## src/logic/buf_chan_pkg.sv

```systemverilog
// Purpose: Shared constants for the buffer channel word update block.
// Assumes: One time slot per clk_sys cycle; channel codes 1..6.
// Notes:   Odd channel codes are input channels, even codes are output.
package buf_chan_pkg;

  // Widths of words and fields
  localparam int ADDR_W   = 15;
  localparam int WORD_W   = 48;
  localparam int SLOT_W   = 6;
  localparam int CODE_W   = 3;
  localparam int NCHAN    = 6;

  // Address portions of a storage word (2 x 15 bits = 30 address bits)
  localparam int UADDR_LSB = 24;
  localparam int LADDR_LSB = 0;

  // Time slots of the auxiliary sequence
  localparam logic [5:0] T_START  = 6'h00;
  localparam logic [5:0] T_CLRCCR = 6'h01;
  localparam logic [5:0] T_LDCCR  = 6'h02;
  localparam logic [5:0] T_CORE   = 6'h04;
  localparam logic [5:0] T_AREA   = 6'h05;
  localparam logic [5:0] T_INC    = 6'h06;
  localparam logic [5:0] T_RDOFF  = 6'h07;
  localparam logic [5:0] T_WBACK  = 6'h08;
  localparam logic [5:0] T_RESEL  = 6'h09;
  localparam logic [5:0] T_RESUME = 6'h0b;
  localparam logic [5:0] T_WBOFF  = 6'h0c;
  localparam logic [5:0] T_XFER   = 6'h0d;
  localparam logic [5:0] T_MERGE  = 6'h0e;
  localparam logic [5:0] T_OWN    = 6'h10;
  localparam logic [5:0] T_OGATE  = 6'h12;
  localparam logic [5:0] T_OGOFF  = 6'h14;
  localparam logic [5:0] T_SIGNAL = 6'h15;
  localparam logic [5:0] T_DROP   = 6'h16;
  localparam logic [5:0] T_CLRCMP = 6'h19;
  localparam logic [5:0] T_LDCMP  = 6'h1a;
  localparam logic [5:0] T_CLRAUX = 6'h20;
  localparam logic [5:0] T_TERM   = 6'h21;

  // Control word area bounds and channel code range
  localparam logic [14:0] AREA_LO = 15'h0001;
  localparam logic [14:0] AREA_HI = 15'h0006;
  localparam logic [2:0]  CODE_LO = 3'h1;
  localparam logic [2:0]  CODE_HI = 3'h6;

  // Register offsets (byte addresses)
  localparam logic [7:0] OFS_ACT    = 8'h00;
  localparam logic [7:0] OFS_STAT   = 8'h04;
  localparam logic [7:0] OFS_CWU    = 8'h20;
  localparam logic [7:0] OFS_CWL    = 8'h40;
  localparam logic [7:0] OFS_MASK   = 8'he0;

  // Program control word reference sequence
  typedef enum logic [1:0] {
    HSS_IDLE   = 2'b00,
    HSS_PRESET = 2'b01,
    HSS_STORE  = 2'b11,
    HSS_CHECK  = 2'b10
  } hss_state_e;

endpackage

```

## src/logic/buffer_channel_word_update.sv

```systemverilog
// Purpose: Buffer channel control tail: address advance, data move, termination.
// Assumes: Core storage answers on the clk_sys domain with core_done.
// Notes:   One time slot per clock; the slot counter stalls at resume points.
`timescale 1ns/1ps

// Notes on behaviour
// - Slot 06: current address plus one formed
// - Capture address bits for selector upper bits
// - Slot 08: updated address written back upper
// - Area reference: selector reloaded from captures
// - Input: word stored slot 13, area preset
// - Slot 16: selector reloaded from scanner
// - Output gate on slot 18, off 20
// - Slot 21: output ready or input resume
// - Slot 22: channel request flag dropped
// - Slots 25/26: compare word cleared, loaded
// - Slot 32: aux, wait, read flags cleared
// - Halves differ sets active, equal clears
// - Six active flags, selector picks one
// - Area reference sets storage enable flag
// - Upper or lower half written separately
// - Activate sets both storage busy flags
// - Area read gates designated control word
// - Pending code to selector after wait
// - Preset half to ones, then zeros transfer
// - Area reference end clears busy flags
// - Address bits to words, whole word to core
// - Compare word: current upper, terminal lower
module buffer_channel_word_update #(
  parameter int ADDR_W = buf_chan_pkg::ADDR_W,
  parameter int WORD_W = buf_chan_pkg::WORD_W
) (
  input  wire logic              clk_sys,
  input  wire logic              rst_b,
  // Register port
  input  wire logic [7:0]        reg_addr,
  input  wire logic [31:0]       reg_wdata,
  input  wire logic              reg_wr,
  input  wire logic              reg_rd,
  output logic      [31:0]       reg_rdata,
  // Core storage
  output logic                   core_start,
  output logic                   core_write,
  output logic      [ADDR_W-1:0] core_addr,
  output logic      [WORD_W-1:0] core_wdata,
  input  wire logic [WORD_W-1:0] core_rdata,
  input  wire logic              core_done,
  // Equipment adaptors
  input  wire logic [5:0]        chan_req_pin,
  input  wire logic [WORD_W-1:0] in_word_pin,
  output logic      [WORD_W-1:0] out_word,
  output logic      [5:0]        out_load,
  output logic      [5:0]        out_ready,
  output logic      [5:0]        in_resume_b,
  output logic      [5:0]        buffer_active
);

  localparam int UL = buf_chan_pkg::UADDR_LSB;
  localparam int LL = buf_chan_pkg::LADDR_LSB;

  // Field positions must fit the word
  if (ADDR_W != buf_chan_pkg::ADDR_W || WORD_W < UL + ADDR_W) begin : g_chk
    $error("buffer_channel_word_update: unsupported widths");
  end

  // Address field mask of a storage word
  localparam logic [WORD_W-1:0] AMASK =
    ({{(WORD_W-ADDR_W){1'b0}}, {ADDR_W{1'b1}}} << UL) |
    ({{(WORD_W-ADDR_W){1'b0}}, {ADDR_W{1'b1}}} << LL);

  // Address in the control word area
  function automatic logic in_area(input logic [ADDR_W-1:0] a);
    in_area = (a >= buf_chan_pkg::AREA_LO) && (a <= buf_chan_pkg::AREA_HI);
  endfunction

  // Valid channel code
  function automatic logic code_ok(input logic [2:0] c);
    code_ok = (c >= buf_chan_pkg::CODE_LO) && (c <= buf_chan_pkg::CODE_HI);
  endfunction

  // One-hot channel flag from a code
  function automatic logic [5:0] onehot(input logic [2:0] c);
    onehot = code_ok(c) ? 6'(6'h01 << (c - 3'h1)) : 6'h00;
  endfunction

  logic [ADDR_W-1:0] cw_u_q [1:6];     // Control words, current address
  logic [ADDR_W-1:0] cw_l_q [1:6];     // Control words, terminal address
  logic [2*ADDR_W-1:0] ccr_q;          // Common compare word
  logic [2:0]  sel_q;                  // Channel selector
  logic [2:0]  scan_q;                 // Scanner first rank
  logic [2:0]  pend_q;                 // Pending reference code
  logic [5:0]  slot_q;                 // Time slot counter
  logic        seq_q;                  // Auxiliary sequence running
  logic        aux_req_q;              // Auxiliary request flag
  logic        aux_wait_q;             // Auxiliary wait-storage flag
  logic        even_busy_q;            // Even storage busy
  logic        odd_busy_q;             // Odd storage busy
  logic        rd_lo_q;                // Lower word read enable
  logic        rd_hi_q;                // Upper word read enable
  logic        wb_en_q;                // Address writeback enable
  logic        merge_q;                // Write rank merge enable
  logic        store_en_q;             // Storage enable flag
  logic        area_q;                 // Buffer reference into area
  logic        cap_hi_q;               // Selector bit capture hi
  logic        cap_lo_q;               // Selector bit capture lo
  logic        gate_q;                 // Output gate flag
  logic        act_q;                  // Activate instruction flag
  logic        wr_u_q;                 // Program write upper pending
  logic [ADDR_W-1:0] wdat_q;           // Program write rank
  logic [5:0]  req_s1_q;               // Request synchroniser
  logic [5:0]  req_s2_q;
  logic [5:0]  req_s3_q;               // Edge history
  logic [5:0]  req_flag_q;             // Channel request flags
  logic [WORD_W-1:0] din_s1_q;         // Input word synchroniser
  logic [WORD_W-1:0] din_s2_q;
  logic [WORD_W-1:0] rank_q;           // Output read rank
  buf_chan_pkg::hss_state_e hss_q;     // Program reference state

  // Read rank view of the selected control word
  logic [2*ADDR_W-1:0] rank7;
  logic                run;
  logic                is_out;
  logic [5:0]          sel_hot;
  assign rank7   = {rd_hi_q ? cw_u_q[sel_q] : {ADDR_W{1'b0}},
                    rd_lo_q ? cw_l_q[sel_q] : {ADDR_W{1'b0}}};
  assign is_out  = ~sel_q[0];
  assign sel_hot = onehot(sel_q);
  // Slot advance stalls at the resume point
  // stall on resume
  assign run     = seq_q && !(slot_q == buf_chan_pkg::T_RESUME && !core_done);

  // Pin synchronisers
  always_ff @(posedge clk_sys) begin
    if (!rst_b) begin
      req_s1_q <= '0;
      req_s2_q <= '0;
      req_s3_q <= '0;
      din_s1_q <= '0;
      din_s2_q <= '0;
    end else begin
      req_s1_q <= chan_req_pin;
      req_s2_q <= req_s1_q;
      req_s3_q <= req_s2_q;
      din_s1_q <= in_word_pin;
      din_s2_q <= din_s1_q;
    end
  end

  // Request flags: a new request wins over the drop
  always_ff @(posedge clk_sys) begin
    if (!rst_b) begin
      req_flag_q <= '0;
    end else begin
      req_flag_q <= (req_flag_q & ~((run && slot_q == buf_chan_pkg::T_DROP) ? sel_hot : 6'h00))
                    | (req_s2_q & ~req_s3_q);
    end
  end

  // Scanner, slot counter and sequence start
  always_ff @(posedge clk_sys) begin
    if (!rst_b) begin
      scan_q    <= buf_chan_pkg::CODE_LO;
      slot_q    <= buf_chan_pkg::T_START;
      seq_q     <= 1'b0;
      aux_req_q <= 1'b0;
    end else if (!seq_q) begin
      if (aux_req_q && !even_busy_q && !odd_busy_q && hss_q == buf_chan_pkg::HSS_IDLE) begin
        seq_q  <= 1'b1;
        slot_q <= buf_chan_pkg::T_START;
      end else if (!aux_req_q && (req_flag_q & buffer_active & onehot(scan_q)) != 6'h00) begin
        aux_req_q <= 1'b1;
      end else if (!aux_req_q) begin
        scan_q <= (scan_q == buf_chan_pkg::CODE_HI) ? buf_chan_pkg::CODE_LO : scan_q + 3'h1;
      end
    end else if (run) begin
      slot_q <= slot_q + 6'h01;
      if (slot_q == buf_chan_pkg::T_CLRAUX && !act_q) begin
        aux_req_q <= 1'b0;
      end
      if (slot_q == buf_chan_pkg::T_TERM) begin
        seq_q <= 1'b0;
      end
    end
  end

  // Channel selector
  always_ff @(posedge clk_sys) begin
    if (!rst_b) begin
      sel_q <= buf_chan_pkg::CODE_LO;
    end else if (run) begin
      if (slot_q == buf_chan_pkg::T_START) begin
        sel_q <= scan_q;
      end else if (slot_q == buf_chan_pkg::T_RESEL && area_q) begin
        sel_q <= {cap_hi_q, cap_lo_q, odd_busy_q};
      end else if (slot_q == buf_chan_pkg::T_OWN) begin
        sel_q <= scan_q;
      end
    end else if (hss_q == buf_chan_pkg::HSS_PRESET) begin
      sel_q <= pend_q;
    end
  end

  // Storage busy flags
  always_ff @(posedge clk_sys) begin
    if (!rst_b) begin
      even_busy_q <= 1'b0;
      odd_busy_q  <= 1'b0;
    end else if (run && slot_q == buf_chan_pkg::T_START) begin
      even_busy_q <= 1'b1;
      odd_busy_q  <= 1'b1;
    end else if (run && slot_q == buf_chan_pkg::T_CORE) begin
      // Keep only the unit in use
      even_busy_q <= ~ccr_q[ADDR_W];
      odd_busy_q  <= ccr_q[ADDR_W];
    end else if (reg_wr && reg_addr == buf_chan_pkg::OFS_ACT && code_ok(reg_wdata[2:0])
                 && hss_q == buf_chan_pkg::HSS_IDLE && !seq_q) begin
      even_busy_q <= 1'b1;
      odd_busy_q  <= 1'b1;
    end else if ((run && slot_q == buf_chan_pkg::T_TERM) || hss_q == buf_chan_pkg::HSS_CHECK) begin
      even_busy_q <= 1'b0;
      odd_busy_q  <= 1'b0;
    end
  end

  // Control flags of the auxiliary sequence
  always_ff @(posedge clk_sys) begin
    if (!rst_b) begin
      aux_wait_q <= 1'b0;
      rd_lo_q    <= 1'b0;
      rd_hi_q    <= 1'b0;
      wb_en_q    <= 1'b0;
      merge_q    <= 1'b0;
      store_en_q <= 1'b0;
      area_q     <= 1'b0;
      cap_hi_q   <= 1'b0;
      cap_lo_q   <= 1'b0;
      gate_q     <= 1'b0;
    end else if (run) begin
      unique case (slot_q)
        buf_chan_pkg::T_START: begin
          aux_wait_q <= 1'b1;
          rd_lo_q    <= 1'b1;
          rd_hi_q    <= 1'b1;
        end
        buf_chan_pkg::T_CORE: begin
          area_q   <= in_area(ccr_q[2*ADDR_W-1:ADDR_W]);
          cap_hi_q <= 1'b0;
          cap_lo_q <= 1'b0;
        end
        buf_chan_pkg::T_AREA:  store_en_q <= area_q;
        buf_chan_pkg::T_INC: begin
          cap_hi_q <= core_addr[2];
          cap_lo_q <= core_addr[1];
          wb_en_q  <= 1'b1;
        end
        buf_chan_pkg::T_RDOFF: begin
          rd_lo_q <= 1'b0;
          rd_hi_q <= 1'b0;
        end
        buf_chan_pkg::T_RESUME: merge_q <= ~is_out & area_q;
        buf_chan_pkg::T_WBOFF:  wb_en_q <= 1'b0;
        buf_chan_pkg::T_OWN: begin
          merge_q    <= 1'b0;
          store_en_q <= 1'b0;
        end
        buf_chan_pkg::T_OGATE:  gate_q <= is_out;
        buf_chan_pkg::T_OGOFF:  gate_q <= 1'b0;
        buf_chan_pkg::T_DROP: begin
          rd_lo_q <= 1'b1;
          rd_hi_q <= 1'b1;
        end
        buf_chan_pkg::T_CLRAUX: begin
          if (!act_q) begin
            aux_wait_q <= 1'b0;
            rd_lo_q    <= 1'b0;
            rd_hi_q    <= 1'b0;
          end
        end
        default: ;
      endcase
    end else if (hss_q == buf_chan_pkg::HSS_PRESET) begin
      store_en_q <= 1'b1;
      rd_lo_q    <= act_q;
      rd_hi_q    <= act_q;
    end else if (hss_q == buf_chan_pkg::HSS_CHECK) begin
      store_en_q <= 1'b0;
      rd_lo_q    <= 1'b0;
      rd_hi_q    <= 1'b0;
    end
  end

  // Common compare word
  // upper current, lower terminal
  always_ff @(posedge clk_sys) begin
    if (!rst_b) begin
      ccr_q <= '0;
    end else if (run) begin
      if (slot_q == buf_chan_pkg::T_CLRCCR || slot_q == buf_chan_pkg::T_RESUME
          || slot_q == buf_chan_pkg::T_CLRCMP) begin
        ccr_q <= '0;
      end else if (slot_q == buf_chan_pkg::T_LDCCR || slot_q == buf_chan_pkg::T_LDCMP) begin
        ccr_q <= rank7;
      end else if (slot_q == buf_chan_pkg::T_INC) begin
        ccr_q[2*ADDR_W-1:ADDR_W] <= ccr_q[2*ADDR_W-1:ADDR_W] + 15'h0001;
      end
    end else if (hss_q == buf_chan_pkg::HSS_STORE) begin
      ccr_q <= rank7;
    end
  end

  // Control word storage: writeback, input merge and program writes
  always_ff @(posedge clk_sys) begin
    if (!rst_b) begin
      for (int i = 1; i <= 6; i++) begin
        cw_u_q[i] <= '0;
        cw_l_q[i] <= '0;
      end
    end else if (run && slot_q == buf_chan_pkg::T_WBACK && wb_en_q) begin
      cw_u_q[sel_q] <= ccr_q[2*ADDR_W-1:ADDR_W];
    end else if (run && slot_q == buf_chan_pkg::T_XFER && merge_q) begin
      cw_u_q[sel_q] <= '1;
      cw_l_q[sel_q] <= '1;
    end else if (run && slot_q == buf_chan_pkg::T_MERGE && merge_q) begin
      cw_u_q[sel_q] <= cw_u_q[sel_q] & din_s2_q[UL +: ADDR_W];
      cw_l_q[sel_q] <= cw_l_q[sel_q] & din_s2_q[LL +: ADDR_W];
    end else if (hss_q == buf_chan_pkg::HSS_PRESET && !act_q) begin
      if (wr_u_q) begin
        cw_u_q[pend_q] <= '1;
      end else begin
        cw_l_q[pend_q] <= '1;
      end
    end else if (hss_q == buf_chan_pkg::HSS_STORE && !act_q) begin
      if (wr_u_q) begin
        cw_u_q[sel_q] <= cw_u_q[sel_q] & wdat_q;
      end else begin
        cw_l_q[sel_q] <= cw_l_q[sel_q] & wdat_q;
      end
    end
  end

  // Program control word reference and activate
  always_ff @(posedge clk_sys) begin
    if (!rst_b) begin
      hss_q  <= buf_chan_pkg::HSS_IDLE;
      pend_q <= buf_chan_pkg::CODE_LO;
      act_q  <= 1'b0;
      wr_u_q <= 1'b0;
      wdat_q <= '0;
    end else begin
      unique case (hss_q)
        buf_chan_pkg::HSS_IDLE: begin
          if (reg_wr && !seq_q && code_ok(reg_addr[4:2])) begin
            if (reg_addr == buf_chan_pkg::OFS_ACT && code_ok(reg_wdata[2:0])) begin
              pend_q <= reg_wdata[2:0];
              act_q  <= 1'b1;
              hss_q  <= buf_chan_pkg::HSS_PRESET;
            end else if ((reg_addr & buf_chan_pkg::OFS_MASK) == buf_chan_pkg::OFS_CWU
                         || (reg_addr & buf_chan_pkg::OFS_MASK) == buf_chan_pkg::OFS_CWL) begin
              pend_q <= reg_addr[4:2];
              wr_u_q <= (reg_addr & buf_chan_pkg::OFS_MASK) == buf_chan_pkg::OFS_CWU;
              wdat_q <= reg_wdata[ADDR_W-1:0];
              hss_q  <= buf_chan_pkg::HSS_PRESET;
            end
          end else if (reg_wr && !seq_q && reg_addr == buf_chan_pkg::OFS_ACT
                       && code_ok(reg_wdata[2:0])) begin
            pend_q <= reg_wdata[2:0];
            act_q  <= 1'b1;
            hss_q  <= buf_chan_pkg::HSS_PRESET;
          end
        end
        buf_chan_pkg::HSS_PRESET: begin
          if (!aux_wait_q) begin
            hss_q <= buf_chan_pkg::HSS_STORE;
          end
        end
        buf_chan_pkg::HSS_STORE: hss_q <= buf_chan_pkg::HSS_CHECK;
        buf_chan_pkg::HSS_CHECK: begin
          act_q <= 1'b0;
          hss_q <= buf_chan_pkg::HSS_IDLE;
        end
      endcase
    end
  end

  // Buffer active flags
  always_ff @(posedge clk_sys) begin
    if (!rst_b) begin
      buffer_active <= '0;
    end else if ((run && slot_q == buf_chan_pkg::T_TERM)
                 || (hss_q == buf_chan_pkg::HSS_CHECK && act_q)) begin
      if (ccr_q[2*ADDR_W-1:ADDR_W] != ccr_q[ADDR_W-1:0]) begin
        buffer_active <= buffer_active | sel_hot;
      end else begin
        buffer_active <= buffer_active & ~sel_hot;
      end
    end
  end

  // Core storage access
  always_ff @(posedge clk_sys) begin
    if (!rst_b) begin
      core_start <= 1'b0;
      core_write <= 1'b0;
      core_addr  <= '0;
      core_wdata <= '0;
      rank_q     <= '0;
    end else begin
      core_start <= run && slot_q == buf_chan_pkg::T_CORE;
      core_write <= run && slot_q == buf_chan_pkg::T_XFER && !is_out;
      if (run && slot_q == buf_chan_pkg::T_CORE) begin
        core_addr <= ccr_q[2*ADDR_W-1:ADDR_W];
      end
      if (run && slot_q == buf_chan_pkg::T_XFER && !is_out) begin
        core_wdata <= din_s2_q;
      end
      if (run && slot_q == buf_chan_pkg::T_RESUME && core_done && is_out) begin
        rank_q <= area_q ? ((core_rdata & ~AMASK)
                  | (WORD_W'(cw_u_q[sel_q]) << UL) | (WORD_W'(cw_l_q[sel_q]) << LL))
                  : core_rdata;
      end
    end
  end

  // Equipment side outputs
  always_ff @(posedge clk_sys) begin
    if (!rst_b) begin
      out_word    <= '0;
      out_load    <= '0;
      out_ready   <= '0;
      in_resume_b <= '1;
    end else begin
      out_load <= gate_q ? sel_hot : 6'h00;
      if (gate_q) begin
        out_word <= rank_q;
      end
      out_ready   <= (out_ready & ~req_s2_q)
                     | ((run && slot_q == buf_chan_pkg::T_SIGNAL && is_out) ? sel_hot : 6'h00);
      in_resume_b <= (in_resume_b | req_s2_q)
                     & ~((run && slot_q == buf_chan_pkg::T_SIGNAL && !is_out) ? sel_hot : 6'h00);
    end
  end

  // Register read port, data one cycle after the strobe
  always_ff @(posedge clk_sys) begin
    if (!rst_b) begin
      reg_rdata <= '0;
    end else if (reg_rd) begin
      if (reg_addr == buf_chan_pkg::OFS_ACT) begin
        reg_rdata <= {26'h0, buffer_active};
      end else if (reg_addr == buf_chan_pkg::OFS_STAT) begin
        reg_rdata <= {16'h0, seq_q, store_en_q, even_busy_q, odd_busy_q,
                      act_q, sel_q, 2'h0, slot_q};
      end else if (code_ok(reg_addr[4:2]) && reg_addr[1:0] == 2'h0
                   && (reg_addr & buf_chan_pkg::OFS_MASK) == buf_chan_pkg::OFS_CWU) begin
        reg_rdata <= {17'h0, cw_u_q[reg_addr[4:2]]};
      end else if (code_ok(reg_addr[4:2]) && reg_addr[1:0] == 2'h0
                   && (reg_addr & buf_chan_pkg::OFS_MASK) == buf_chan_pkg::OFS_CWL) begin
        reg_rdata <= {17'h0, cw_l_q[reg_addr[4:2]]};
      end else begin
        reg_rdata <= '0;
      end
    end else begin
      reg_rdata <= '0;
    end
  end

endmodule

```

## config.mk

```make
export PLATFORM = sky130hd
export DESIGN_NAME = buffer_channel_word_update
export DESIGN_NICKNAME = d
export VERILOG_FILES = /design/src/logic/buf_chan_pkg.sv /design/src/logic/buffer_channel_word_update.sv
export SDC_FILE = /design/constraint.sdc
export NUM_CORES = 1
export LEC_CHECK = 0
export BUFFER_PORTS_ARGS = -buffer_cell sky130_fd_sc_hd__buf_4
export CAP_MARGIN = 25
export CORE_UTILIZATION = 25
export CTS_CLUSTER_DIAMETER = 150
export DETAILED_ROUTE_END_ITERATION = 12
export HOLD_SLACK_MARGIN = 0.1
export PLACE_DENSITY = 0.48
export SETUP_SLACK_MARGIN = 0.1
export SLEW_MARGIN = 20
export SYNTH_ARGS = -nofsm -noshare
export SYNTH_HDL_FRONTEND = slang
export SYNTH_SLANG_ARGS = --single-unit
```

## constraint.sdc

```tcl
create_clock -name clk_sys -period 4.97 [get_ports clk_sys]
set_input_delay 0.994 -clock clk_sys [delete_from_list [all_inputs] [get_ports clk_sys]]
set_output_delay 0.994 -clock clk_sys [all_outputs]
set_load 0.02 [all_outputs]
```

# Word-level counts from Yosys, hierarchy flattened
# Memories as Yosys holds them, arrays and structs flattened. A register that Yosys moved wholly into a read port is not among the register bits.
# Cells that the tools add are included.
[classes]
shift = 2
eq_ne = 44
n_lt_le_gt_ge = 10
add_sub_neg = 5
n_reduce_logical = 104
n_mux = 133
bitwise = 37
[ops]
columns = ["cell", "count"]
rows = [
  ["$mux W15", 16],
  ["$mux W30", 3],
  ["$mux W1", 69],
  ["$and A15 B15 Y15", 4],
  ["$mux W6", 10],
  ["$reduce_or A15 Y1", 4],
  ["$mux W3", 18],
  ["$mux W48", 1],
  ["$or A48 B15 Y48", 1],
  ["$or A48 B39 Y48", 1],
  ["$logic_and A1 B1 Y1", 45],
  ["$and A6 B6 Y6", 7],
  ["$eq A6 B5 Y1 const B", 7],
  ["$eq A6 B4 Y1 const B", 6],
  ["$not A6 Y6", 5],
  ["$eq A6 B3 Y1 const B", 4],
  ["$or A6 B6 Y6", 4],
  ["$reduce_and A2 Y1", 12],
  ["$reduce_bool A2 Y1", 11],
  ["$mux W16", 1],
  ["$pmux W1 S2", 8],
  ["$add A15 B1 Y15 const B", 1],
  ["$ge A15 B1 Y1 const B", 1],
  ["$le A15 B3 Y1 const B", 1],
  ["43 further kinds", 95],
]
[word_totals]
ram_bits = 180
regBits = 414
wordCells = 380
input_bits = 147
n_memories = 2
[mem_list]
columns = ["name", "depth", "width", "read_ports", "rd_clocked_by_memory_dff", "write_ports", "line", "source"]
rows = [
  ["cw_l_q", 6, 15, 2, 1, 6, "buffer_channel_word_update.sv:87", "logic [ADDR_W-1:0] cw_l_q [1:6];"],
  ["cw_u_q", 6, 15, 2, 1, 6, "buffer_channel_word_update.sv:86", "logic [ADDR_W-1:0] cw_u_q [1:6];"],
]

# Depth between registers and ports, before layout
[depth]
word_depth = 16
ltp_mapped = 11

# Least setup slack after synthesis
# No wires, ideal clock.
[synth_path]
path_type = "input -> register"
startpoint = "input port rst_b"
endpoint = "memory cw_u_q[7][0] (enable)"
path_stages = 5
setup_slack_ns = 1.764
setup_ns = 0.392
arrival_ns = 2.814
path_buffers = 3
cell_sequence = "clkbuf_1 -> clkbuf_1 -> o211ai_2 -> clkbuf_1 -> a21oi_1"
[synth_rtl]
columns = ["item", "line", "source"]
rows = [
  ["start: declaration", "buffer_channel_word_update.sv:34", "input wire logic rst_b,"],
  ["end: declaration", "buffer_channel_word_update.sv:86", ""],
]

==> results.json <==
{
  "fp.coreArea_sq_mm": 0.1108,
  "grt_pass1_vias": 20170,
  "slew_headroom_pct": 23.07,
  "layout.nets": 3025,
  "drc": 0,
  "grt_usage_pct": 16.85,
  "postRouteAntennaNets": 0,
  "clk_path_buf_depth": 3,
  "pin_count": 316,
  "hold_class": "register to register",
  "report.final.slew_viol_count": 0,
  "dieArea_sq_mm": 0.1133,
  "mostFrequentLayoutCells": "dfxtp_1 (396), nor2_1 (380), buf_4 (371), nand2_1 (262), edfxtp_1 (240)",
  "cts_buffers": 77,
  "synth_seq_cells": 641,
  "cts_resized": 0,
  "worst_pin_slew_ns": 1.154,
  "placedCellCount": 4279,
  "synth_area_sq_mm": 0.02800,
  "post-route-util_pct": 30.92,
  "async_reset_ff_share_pct": 0,
  "fin_skew_ns": 0.03245,
  "gp_congestion": 0.8682,
  "hold_ws_ns": 0.4206,
  "wire_per_inst_microns": 22.11,
  "design_area_sq_mm": 0.03426,
  "ff2ff_setup_slack_ns": 1.34,
  "drt_iter0_markers": 1985,
  "final_common_cell": "dfxtp_1",
  "timing.rr.end": "cw_u_q[3][5]",
  "grt.overflow.total": 0,
  "synthCells": 2610,
  "setup_viol": 0,
  "seq_area_frac_synth_pct": 54.41,
  "power.density_mw_per_mm2": 382.2,
  "area_growth_pct": 22.37,
  "synth_edf_count": 240,
  "vdd_drop_max_v": 0.0002897,
  "hold_viol_final": 0,
  "fin_ws_ns": 1.336,
  "cp.arrival_ns": 4.01,
  "synth_cell_types": 92,
  "regToRegStartpoint": "slot_q[0]",
  "cp.required_ns": 5.34,
  "synth_warnings": 0,
  "outcome": "finished clean",
  "root_buffer": "clkbuf_16",
  "hold_buffers": 0,
  "timing.fmax_ghz": 0.2752,
  "drv_cap": 0,
  "synth_xor_area_share_pct": 0.8133,
  "final-instance-count-excl-fill": 4417,
  "crit_fanout": 16,
  "n_antenna_cell": 0,
  "synth.avg_cell_area_sq_um": 10.73,
  "cts_tree": "done",
  "fin_crit_ns": 3.634,
  "postCtsSetupBuffers": 0,
  "via_count": 21100,
  "path_class": "register to register",
  "drt-vias-per-instance": 4.777,
  "cp-startpoint": "slot_q[0]",
  "synth_ff_type": "dfxtp_1",
  "grt_pass1_wl_mm": 140.7,
  "p_leak_nw": 12.76,
  "synth_compound_area_share_pct": 10.39,
  "port_buffers": 282,
  "start_util_pct": 25.27,
  "fp-row-count": 122,
  "grt_max_degree": 110,
  "h-tree-depth": 3,
  "post-route-period-util_pct": 73.13,
  "pre_cts_ws_ns": 1.262,
  "final.setup.tns_ns": 0,
  "power_mw": 13.10,
  "rsz0062_at_grt": "no",
  "routed_wirelength_mm": 97.67,
  "cts.sinks": 641,
  "synthMuxAreaShare_pct": 13.97,
  "hpwl_mm": 68.05,
  "place_area_sq_mm": 0.03180,
  "synth_adder_area_share_pct": 0.3575,
  "rr_worst_depth": 10,
  "antenna_found_initial": 1,
  "dr.pass1.iters": 5,
  "cp-endpoint": "cw_u_q[3][5]",
  "clk_latency_ns": 0.66,
  "drive_gt1_share_pct": 22.53,
  "cp-start-kind": "register",
  "synth_top_family_by_area": "simple AND/OR/NAND/NOR gates",
  "dieWidth_microns": 336.7,
  "end_kind": "register",
  "fp.dieH_microns": 336.7,
  "synthSimpleGateAreaFrac_pct": 15.86,
  "path_clk_slew_ns": 0.06
}
## worst min path at each step
stage / slack [ns] / end / start / depth (start not counted)
2_1_floorplan: 0.41 / din_s2_q[0] / din_s1_q[0] / 1
3_3_place_gp: 0.41 / din_s2_q[47] / din_s1_q[47] / 1
3_5_place_dp: 0.42 / din_s2_q[0] / din_s1_q[0] / 1
4_1_cts: 0.42 / din_s2_q[3] / din_s1_q[3] / 1
5_1_grt: 0.44 / din_s2_q[27] / din_s1_q[27] / 1
6_report: 0.42 / din_s2_q[3] / din_s1_q[3] / 1
## cells in the mapped netlist, types with 10 or more instances
library cell,n,area [sq um]
o21a_1,11,82.58
nor4_1,10,62.56
o32a_2,10,112.6
a21oi_1,182,910.9
a211oi_1,33,247.7
nand2_1,262,983.4
a221oi_1,26,227.7
xor2_1,15,131.4
nor3_1,31,155.2
buf_1,17,63.81
nor2_4,11,123.9
and3_1,11,68.82
clkbuf_1,113,424.2
nor2b_1,15,93.84
o22ai_1,20,125.1
buf_2,47,235.2
buf_4,26,195.2
dfxtp_1,401,8028
edfxtp_1,240,7207
o21ai_0,67,335.3
nand3_1,45,225.2
nor2_1,380,1426
mux2i_1,177,1772
inv_1,54,202.7
nand4_1,15,93.84
mux4_2,92,2072
xnor2_1,11,96.34
nand2b_1,18,112.6
and2_1,118,738.2
## state kept, by name, summed over array words and instances, names as in the netlist, 15 cells and up, named ones only
| name | cells |
|---|---|
| cw_u_q | 120 |
| rank_q | 48 |
| ccr_q | 30 |
| core_addr | 15 |
| core_wdata | 48 |
| out_word | 48 |
| din_s1_q | 48 |
| cw_l_q | 120 |
| din_s2_q | 48 |
| wdat_q | 15 |
| reg_rdata | 16 |
## kinds of logic (layout without fill, tap and decap cells)
kind of cell,count (synthesis),in the layout
XOR/XNOR,26,26
buffers and inverters,262,566
adder cells (fa/ha/maj),8,8
AO/OA/AOI/OAI,438,438
other,1,16
flip-flops,641,641
AND/OR/NAND/NOR,959,959
multiplexers,275,275
## final cells by class
class | count | area, sq um
Clock buffer | 106 | 2182
Clock inverter | 32 | 279.0
Fill cell | 11520 | 76560
Inverter | 55 | 214.0
Multi-Input combinational cell | 1722 | 11660
Sequential cell | 641 | 15250
Tap cell | 1488 | 1862
Timing Repair Buffer | 373 | 2816
## worst max-delay path, stage by stage (launching register included)
cell and delay [ns]:
dfxtp_1 0.39, inv_1 0.16, ha_1 0.37, nor2b_1 0.24
a32o_2 0.40, a21oi_2 0.47, nand2_1 0.10, nand4_1 0.18
buf_4 0.35, nand2_1 0.35, buf_4 0.33
## per-layer routing
layer / vias up / global-route usage [%] / part of all wire, %
li1: 9780 / - / -
met1: 10450 / 23.68 / 45
met2: 755 / 26.55 / 46
met3: 119 / 3.204 / 7.0
met4: 0 / 3.975 / 1.7
met5: - / 0 / 0
## report_power, final
part	internal [mW]	switching (mW)
clock network	3.11	2.38
logic	0.676	1.09
registers	5.61	0.236
total	9.40	3.70
(Power assumes the default switching activity.)
